**config.mk**
```make
export PLATFORM = sky130hd
export DESIGN_NAME = sld_driver
export DESIGN_NICKNAME = d
export VERILOG_FILES = /design/src/logic/sld_pkg.sv /design/src/logic/sld_fifo.sv /design/src/logic/sld_driver.sv
export VERILOG_INCLUDE_DIRS = /design/src /design/src/logic
export SDC_FILE = /design/constraint.sdc
export NUM_CORES = 1
export LEC_CHECK = 0
export BUFFER_PORTS_ARGS = -buffer_cell sky130_fd_sc_hd__buf_2
export CAP_MARGIN = 20
export CORE_ASPECT_RATIO = 0.75
export CORE_UTILIZATION = 25
export CTS_CLUSTER_DIAMETER = 60
export DETAILED_ROUTE_END_ITERATION = 8
export SLEW_MARGIN = 5
export SYNTH_ARGS = -nofsm -noshare
export SYNTH_HDL_FRONTEND = slang
export SYNTH_SLANG_ARGS = --single-unit
export TNS_END_PERCENT = 50
```
**constraint.sdc**
```tcl
create_clock -name clk -period 2.8 [get_ports clk]
set_input_delay 0.28 -clock clk [delete_from_list [all_inputs] [get_ports clk]]
set_output_delay 0.28 -clock clk [all_outputs]
set_load 0.02 [all_outputs]
```
**src/logic/sld_consts.svh**
```systemverilog
// Constants for the serial-in latched driver
`ifndef SLD_CONSTS_SVH
`define SLD_CONSTS_SVH
`define SLD_STAGES      8
`define SLD_FIFO_DEPTH  32
`define SLD_FIFO_AW     5
`define SLD_OUT_OFF     8'hff
`define SLD_RESET_VAL   8'h00
`endif

```
**src/logic/sld_pkg.sv**
```systemverilog
// Types for the serial-in latched driver
package sld_pkg;
    typedef logic [7:0] sld_word_t;
endpackage

```
**src/logic/sld_fifo.sv**
```systemverilog
// Parameterised valid/ready FIFO
`timescale 1ns/1ns
`include "sld_consts.svh"
module sld_fifo #(
    parameter int WIDTH = 8,
    parameter int DEPTH = `SLD_FIFO_DEPTH,
    parameter int AW    = `SLD_FIFO_AW
) (
    input  wire logic             clk,
    input  wire logic             resetn,
    input  wire logic [WIDTH-1:0] in_data,
    input  wire logic             in_valid,
    output logic                  in_ready,
    output logic      [WIDTH-1:0] out_data,
    output logic                  out_valid,
    input  wire logic             out_ready
);
    logic [WIDTH-1:0] mem [DEPTH];
    logic [AW-1:0]    wr_q, wr_d, rd_q, rd_d;
    logic [AW:0]      cnt_q, cnt_d;
    logic             push, pop;

    // Handshake and pointer update
    always_comb begin
        in_ready  = (cnt_q != (AW+1)'(DEPTH));
        out_valid = (cnt_q != '0);
        push      = in_valid && in_ready;
        pop       = out_valid && out_ready;
        wr_d      = push ? AW'(wr_q + 1'b1) : wr_q;
        rd_d      = pop ? AW'(rd_q + 1'b1) : rd_q;
        cnt_d     = (AW+1)'(cnt_q + {{AW{1'b0}}, push} - {{AW{1'b0}}, pop});
        out_data  = mem[rd_q];
    end

    // Pointer registers
    always_ff @(posedge clk or negedge resetn) begin
        if (!resetn) begin
            wr_q  <= '0;
            rd_q  <= '0;
            cnt_q <= '0;
        end else begin
            wr_q  <= wr_d;
            rd_q  <= rd_d;
            cnt_q <= cnt_d;
        end
    end

    // Storage
    always_ff @(posedge clk) begin
        if (push) begin
            mem[wr_q] <= in_data;
        end
    end
endmodule

```
**src/logic/sld_driver.sv**
```systemverilog
// Eight-stage serial-in shift register with latches and blanked outputs
`timescale 1ns/1ns
`include "sld_consts.svh"
module sld_driver (
    input  wire logic           clk,
    input  wire logic           resetn,
    input  wire logic           ser_in,
    input  wire logic           shift_clk,
    input  wire logic           load,
    input  wire logic           blank,
    output sld_pkg::sld_word_t  drive_out,
    output logic                cascade_out,
    output sld_pkg::sld_word_t  word_data,
    output logic                word_valid,
    input  wire logic           word_ready
);
    // Three-stage synchronisers for pins
    logic [2:0]         sclk_s_q, din_s_q, ld_s_q, bl_s_q;
    logic [2:0]         sclk_s_d, din_s_d, ld_s_d, bl_s_d;
    logic               sclk_q, din_q, ld_q, bl_q;
    logic               sclk_d, din_d, ld_d, bl_d;
    sld_pkg::sld_word_t sr_q, sr_d, lat_q, lat_d, out_q, out_d;
    logic [2:0]         bits_q, bits_d;
    logic               rise, push_d, push_q, fifo_in_ready;

    // Level moves only when stages two and three agree
    function automatic logic agreed(input logic [2:0] s, input logic cur);
        agreed = (s[1] == s[2]) ? s[2] : cur;
    endfunction

    // Synchroniser stages take in the raw pin levels
    always_comb begin
        sclk_s_d = {sclk_s_q[1:0], shift_clk};
        din_s_d  = {din_s_q[1:0], ser_in};
        ld_s_d   = {ld_s_q[1:0], load};
        bl_s_d   = {bl_s_q[1:0], blank};
    end

    // Filtered levels update once stages two and three agree
    always_comb begin
        sclk_d = agreed(sclk_s_q, sclk_q);
        din_d  = agreed(din_s_q, din_q);
        ld_d   = agreed(ld_s_q, ld_q);
        bl_d   = agreed(bl_s_q, bl_q);
    end

    // Synchroniser and filtered level registers; blanking starts on
    always_ff @(posedge clk or negedge resetn) begin
        if (!resetn) begin
            sclk_s_q <= '0;
            din_s_q  <= '0;
            ld_s_q   <= '0;
            bl_s_q   <= 3'h7;
            sclk_q   <= 1'b0;
            din_q    <= 1'b0;
            ld_q     <= 1'b0;
            bl_q     <= 1'b1;
        end else begin
            sclk_s_q <= sclk_s_d;
            din_s_q  <= din_s_d;
            ld_s_q   <= ld_s_d;
            bl_s_q   <= bl_s_d;
            sclk_q   <= sclk_d;
            din_q    <= din_d;
            ld_q     <= ld_d;
            bl_q     <= bl_d;
        end
    end

    // Data is sampled with the clock it arrives with; host holds it stable
    assign rise = sclk_d && !sclk_q;

    // Shift register and bit counter; a full buffer refuses the edge
    always_comb begin
        sr_d   = sr_q;
        bits_d = bits_q;
        push_d = 1'b0;
        if (rise && fifo_in_ready) begin
            sr_d   = {sr_q[6:0], din_d};
            bits_d = 3'(bits_q + 1'b1);
            push_d = (bits_q == 3'h7);
        end
    end

    // Shift register, bit counter and word strobe registers
    always_ff @(posedge clk or negedge resetn) begin
        if (!resetn) begin
            sr_q   <= `SLD_RESET_VAL;
            bits_q <= '0;
            push_q <= 1'b0;
        end else begin
            sr_q   <= sr_d;
            bits_q <= bits_d;
            push_q <= push_d;
        end
    end

    // Latches follow the register while load is high, else hold
    always_comb begin
        lat_d = ld_q ? sr_q : lat_q;
    end

    // Latch registers
    always_ff @(posedge clk or negedge resetn) begin
        if (!resetn) begin
            lat_q <= `SLD_RESET_VAL;
        end else begin
            lat_q <= lat_d;
        end
    end

    // Output stage; blanking forces every output off
    always_comb begin
        out_d = bl_q ? `SLD_OUT_OFF : lat_q;
    end

    // Output registers; outputs come up off
    always_ff @(posedge clk or negedge resetn) begin
        if (!resetn) begin
            out_q <= `SLD_OUT_OFF;
        end else begin
            out_q <= out_d;
        end
    end

    // Registered outputs
    assign drive_out   = out_q;
    assign cascade_out = sr_q[7];

    // Completed bytes are buffered for observers; full FIFO stalls shifting
    sld_fifo #(.WIDTH(`SLD_STAGES)) u_fifo (
        .clk       (clk),
        .resetn    (resetn),
        .in_data   (sr_q),
        .in_valid  (push_q),
        .in_ready  (fifo_in_ready),
        .out_data  (word_data),
        .out_valid (word_valid),
        .out_ready (word_ready)
    );
endmodule

```
==> flow_summary.json, run 1 <==
{
  "postSynthNetCount": 657,
  "critPathKind": "flip-flop to primary output",
  "num_io_pins": 25,
  "endpoint_kind": "primary output",
  "ctsHtreeMaxLevel": 1,
  "grt-ovfl-total": 0,
  "reg2reg_to": "u_fifo.cnt_q[5]$_DFF_PN0_",
  "worst_slack_ns": -0.0922,
  "n_antenna_cell": 0,
  "grt_pass1_wl_mm": 41.4,
  "dr_total_vias": 6275,
  "place_area_sq_um": 13600,
  "crit_chain": "buf_12 > buf_12 > mux4_2 > a22o_4 > a2111oi_4 > buf_4 > a21oi_2 > buf_6",
  "place_congestion": 0.765,
  "ys.flop_type": "edfxtp_1",
  "p_total_mw": 15.3,
  "grt_max_degree": 36,
  "worstPathRequired_ns": 2.52,
  "vdd_drop_max_mv": 0.474,
  "rsz0062_at_grt": "true",
  "start_kind": "flip-flop",
  "tightest_slew_ns": 0.703,
  "rrSetupSlack_ns": 0.20,
  "antenna_left": 0,
  "grt_pass1_vias": 6445,
  "insertion_delay_ns": 0.58,
  "slowest_delay_ns": 0.51,
  "rows": 69,
  "ys_ff_latch": 316,
  "fin_crit_ns": 2.89,
  "die_w_um": 258,
  "final_core_util_pct": 31.4,
  "critPathTopFamily": "buffers and inverters",
  "firstDrtPassIters": 5,
  "rr_startpoint": "u_fifo.cnt_q[2]$_DFF_PN0_",
  "synth_edf_count": 256,
  "area_delta_synth_final_pct": 22.6,
  "gr-usage-all-layers_pct": 10.9,
  "viasPerCell": 4.45,
  "syn_area_per_cell_sq_um": 19.4,
  "fill_cells": 4598,
  "cpMaxStageDelayCell": "dfrtp_4",
  "cts_inserted_buffers": 30,
  "worst_hold_slack_ns": 0.296,
  "max_cap_viol_count": 0,
  "period_share_pct": 103,
  "worst-r2r-cell-count": 11,
  "cp_max_fo": 5,
  "worstPathArrival_ns": 2.61,
  "status": "complete, but fails checks",
  "cts.sinks": 316,
  "ys_warn_count": 0,
  "violations": "setup timing",
  "cts_tree": "yes",
  "initialDrtViolationCount": 426,
  "relSlewSlack_pct": 53.1,
  "syn_inst": 633,
  "finClkSkew_ns": 0.0320,
  "drc": 0,
  "die-area_sq_um": 50000,
  "cts_buffer_depth": 3,
  "grt_antenna_before_repair": 1,
  "routedWlPerCell_um": 19.2,
  "clk_pin_slew_ns": 0.07,
  "coreArea_sq_um": 47900,
  "ys_seq_area_share_pct": 75.0,
  "root_buffer": "clkbuf_16",
  "start_util_pct": 25.6,
  "nets": 772,
  "setup_viol": 7,
  "hold_violations": 0,
  "slew_violations": 0,
  "ys_types": 48,
  "critPathMostFrequentCell": "buf_12",
  "drive_gt1_share_pct": 35.5,
  "die_y_um": 194,
  "hpwl_mm": 16.9,
  "io_buffer_count": 24,
  "hp-class": "primary input to async pin",
  "power.leakage_nw": 5.18,
  "synth_area_sq_um": 12300,
  "async_flop_share_pct": 19.0,
  "power_density_nw_per_um2": 1020,
  "fmax_mhz": 346,
  "final_cell_area_sq_um": 15100,
  "critPathBufInv": 4,
  "wirelength_mm": 27.1
}
[through the flow]
stage	setup TNS (ns)	instances	worst slack, ns
after floorplan	0	633	0.296
after CTS	-0.710	1409	-0.121
final	-0.418	1410	-0.0922
after global placement	0	1335	0.135
after global routing	-1.05	1410	-0.191
after detailed placement	0	1335	0.118
[registers in the layout, summed over array words and instances, names as in the netlist]
name,flops
u_fifo.mem,256
sr_q,8
push_q,1
u_fifo.wr_q,5
drive_out,8
din_q,1
ld_q,1
bits_q,3
ld_s_q,3
sclk_s_q,3
u_fifo.rd_q,5
sclk_q,1
bl_s_q,3
bl_q,1
u_fifo.cnt_q,6
din_s_q,3
lat_q,8
[timing repair]
action	CTS	global route
hold buffers	5	0
endpoints found under the hold margin	31	0
setup endpoints to repair	8	10
pin swaps	11	5
setup buffers	13	0
cloned	1	0
gates resized for setup	51	14
[logic make-up after synthesis]
logic type	after synthesis	share of synthesized area [%]
adder cells (fa/ha/maj)	21	2.12
multiplexers	98	13.2
XOR/XNOR	12	0.856
AND/OR/NAND/NOR	80	3.23
flip-flops	316	75.0
AO/OA/AOI/OAI	63	3.90
buffers and inverters	43	1.73
[synth_stat cells (all sizes together) (6+ instances only)]
library cell,number,share of area (%)
xnor2,8,0.57
nand2,10,0.31
mux2i,30,2.4
a21oi,19,0.77
nand3b,6,0.37
a22o,7,0.50
dfrtp,48,9.8
clkbuf,14,0.43
inv,14,0.43
buf,15,0.88
edfxtp,256,63
or2,8,0.41
ha,16,1.6
a2111oi,8,0.85
mux4,49,9.0
dfstp,12,2.6
o22ai,7,0.36
a22oi,8,0.49
mux2,19,1.7
o221ai,8,0.57
nor2,37,1.1
[metal layers]
metal / share of wire, % / track usage, %
met1: 49 / 16.6
met2: 42 / 15.4
met3: 6.1 / 2.56
met4: 1.8 / 1.88
met5: 0.44 / 1.72
[cell usage in the layout (no fill, tap or decap), types with 5 or more instances in the layout]
master / netlist / layout
or2_2: 8 / 8
a2111oi_4: 0 / 7
o22ai_2: 0 / 5
mux4_2: 48 / 49
xnor2_1: 8 / 8
buf_12: 1 / 5
a21oi_2: 0 / 7
o221ai_1: 8 / 8
mux2i_1: 30 / 28
ha_1: 16 / 16
buf_4: 5 / 74
edfxtp_1: 256 / 256
clkbuf_1: 14 / 8
a22o_4: 0 / 7
inv_1: 14 / 14
buf_2: 7 / 19
nand2_1: 10 / 10
dlygate4sd3_1: 0 / 5
clkbuf_16: 0 / 30
a22oi_2: 0 / 6
nor2_1: 37 / 37
nand3b_1: 6 / 6
dfrtp_1: 48 / 46
mux2_2: 19 / 19
a21oi_1: 19 / 12
clkinv_1: 0 / 6
dfstp_2: 12 / 12
[how the worst max path moves through the flow]
stage                               start                        end  depth (start not counted)
6_report       u_fifo.rd_q[0]$_DFFE_PN0P_               word_data[2]                          8
5_1_grt        u_fifo.rd_q[0]$_DFFE_PN0P_               word_data[2]                          8
4_1_cts        u_fifo.rd_q[0]$_DFFE_PN0P_               word_data[4]                          7
3_5_place_dp   u_fifo.rd_q[0]$_DFFE_PN0P_               word_data[1]                          6
3_3_place_gp    u_fifo.cnt_q[2]$_DFF_PN0_  u_fifo.cnt_q[5]$_DFF_PN0_                         11
2_1_floorplan   u_fifo.cnt_q[2]$_DFF_PN0_  u_fifo.cnt_q[5]$_DFF_PN0_                         11
[where the power goes]
part	total [mW]	internal [mW]	switching (mW)
Combinational	5.39	2.40	2.99
Sequential	6.15	5.87	0.272
Clock	3.80	2.05	1.74
[final cells by class]
| class | count | area, sq um | share of cell area (%) |
|---|---|---|---|
| Clock buffer | 41 | 816 | 5.42 |
| Timing Repair Buffer | 112 | 958 | 6.36 |
| Sequential cell | 316 | 9210 | 61.2 |
| Inverter | 14 | 52.6 | 0.349 |
| Tap cell | 639 | 800 | 5.31 |
| Multi-Input combinational cell | 274 | 3130 | 20.8 |
| Clock inverter | 14 | 97.6 | 0.648 |
Note: power is estimated with default switching activity, not from simulation.
==> run 2: changes to the inputs <==
- CTS_BUF_LIST: default -> sky130_fd_sc_hd__clkbuf_16
==> flow_summary.json, run 2 (same netlist as run 1, synthesis figures left out) <==
{
  "power_frac_comb_pct": 35.3,
  "die-area_sq_um": 50000,
  "worst_slack_ns": -0.0906,
  "power_density_nw_per_um2": 1010,
  "coreArea_sq_um": 47900,
  "power.switching_mw": 4.99,
  "p_total_mw": 15.2,
  "intPower_mw": 10.2,
  "final_cell_area_sq_um": 15000,
  "fmax_mhz": 346,
  "ctsHtreeMaxLevel": 1,
  "finClkSkew_ns": 0.0340,
  "p_seq_share_pct": 40.4,
  "start_kind": "flip-flop",
  "antenna_left": 0,
  "clk_pin_slew_ns": 0.07,
  "dp.cells": 1335,
  "cp_max_fo": 5,
  "routedWlPerCell_um": 19.2,
  "die_w_um": 258,
  "hpwl_mm": 16.9,
  "grt_pass1_vias": 6453,
  "insertion_delay_ns": 0.58,
  "fin_cells": 1410,
  "max_cap_viol_count": 0,
  "violations": "setup timing",
  "grt_max_degree": 36,
  "grt_antenna_before_repair": 1,
  "initialDrtViolationCount": 428,
  "final_core_util_pct": 31.4,
  "status": "complete, but fails checks",
  "start_util_pct": 25.6,
  "drive_gt1_share_pct": 35.3,
  "power.leakage_nw": 5.20,
  "tightest_slew_ns": 0.703,
  "relSlewSlack_pct": 53.1,
  "root_buffer": "clkbuf_16",
  "nets": 772,
  "viasPerCell": 4.48,
  "grt-ovfl-total": 0,
  "dr_total_vias": 6314,
  "hold_violations": 0,
  "fill_cells": 4603,
  "hp-class": "primary input to async pin",
  "rsz0062_at_grt": "true",
  "critPathKind": "flip-flop to primary output",
  "gr-usage-all-layers_pct": 10.9,
  "worst_hold_slack_ns": 0.294,
  "cts_tree": "yes",
  "n_antenna_cell": 0,
  "top_register": "u_fifo.mem",
  "place_congestion": 0.765,
  "die_y_um": 194,
  "setup_viol": 7,
  "power_frac_clock_pct": 24.3,
  "place_area_sq_um": 13600,
  "period_share_pct": 103,
  "dp_slack_ns": 0.118,
  "num_io_pins": 25,
  "slew_violations": 0,
  "cts_buffer_depth": 3,
  "finalSetupTns_ns": -0.402,
  "seq_area_sq_um": 9210,
  "drc": 0,
  "layout.cells.most_common": "edfxtp_1",
  "worstPathArrival_ns": 2.61,
  "fin_crit_ns": 2.89,
  "grt_pass1_wl_mm": 41.3,
  "rows": 69,
  "largest_register_ffs": 256,
  "final_cell_mix": "edfxtp_1, buf_4, mux4_2, dfrtp_1, nor2_1",
  "io_buffer_count": 24,
  "firstDrtPassIters": 6,
  "endpoint_kind": "primary output",
  "rrSetupSlack_ns": 0.19,
  "worstPathRequired_ns": 2.52,
  "cts_inserted_buffers": 30,
  "wirelength_mm": 27.1,
  "multiInputGateArea_sq_um": 3130,
  "swShare_pct": 32.8,
  "worst-r2r-cell-count": 11,
  "area_delta_synth_final_pct": 22.4,
  "vdd_drop_max_mv": 0.473,
  "cts.sinks": 316
}
-- run 2: cell count changes in the layout (fill, tap and decap cells not counted) --
cell,before,now
inv_1,14,23
clkbuf_1,8,0
clkbuf_8,2,0
clkbuf_4,1,0
clkinv_1,6,7
inv_2,0,1
-- run 2: area by class of cell --
cell class                      count  area share (%)
Timing Repair Buffer              112            6.37
Clock buffer                       30            4.99
Clock inverter                     25           0.924
Inverter                           14           0.350
Sequential cell                   316            61.2
Tap cell                          639            5.32
Multi-Input combinational cell    274            20.8
-- run 2: final timing paths --
kind                                         endpoint                  startpoint
setup / recovery                         word_data[2]  u_fifo.rd_q[0]$_DFFE_PN0P_
hold / removal             u_fifo.rd_q[3]$_DFFE_PN0P_                      resetn
setup reg to reg            u_fifo.cnt_q[5]$_DFF_PN0_   u_fifo.cnt_q[2]$_DFF_PN0_
hold reg to reg                   ld_s_q[1]$_DFF_PN0_         ld_s_q[0]$_DFF_PN0_
max in group asynchronous      drive_out[4]$_DFF_PN1_                      resetn
min in group clk           u_fifo.rd_q[0]$_DFFE_PN0P_                  word_ready
-- run 2: layer usage --
metal	share of wire (%)	track usage [%]	up-vias
met5	0.44	1.72	-
met4	1.8	1.88	2
met3	6.2	2.56	41
met2	42	15.5	167
met1	49	16.6	3349
li1	-	-	2755
-- run 2: power by group through the flow --
stage / combinational, mW / sequential [mW] / clock, mW
final: 5.38 / 6.15 / 3.70
after global routing: 5.75 / 6.20 / 3.96
after CTS: 5.22 / 6.20 / 3.80
after detailed placement: 4.35 / 6.34 / 0
after global placement: 4.28 / 6.32 / 0
after floorplan: 2.67 / 6.39 / 0
-- run 2: worst max-delay path, cell delays in order, from the launching register on --
cell and delay, ns:
dfrtp_4 0.51, buf_12 0.15, buf_12 0.12, mux4_2 0.44
a22o_4 0.30, a2111oi_4 0.18, buf_4 0.17, a21oi_2 0.04
buf_6 0.14
-- run 2: repair_timing --
item	in CTS	in global routing
gates resized for setup	51	14
setup endpoints to repair	8	10
buffers inserted	13	0
pin swaps	11	5
cloned	1	0
hold endpoints to repair	31	0
hold buffers	5	0
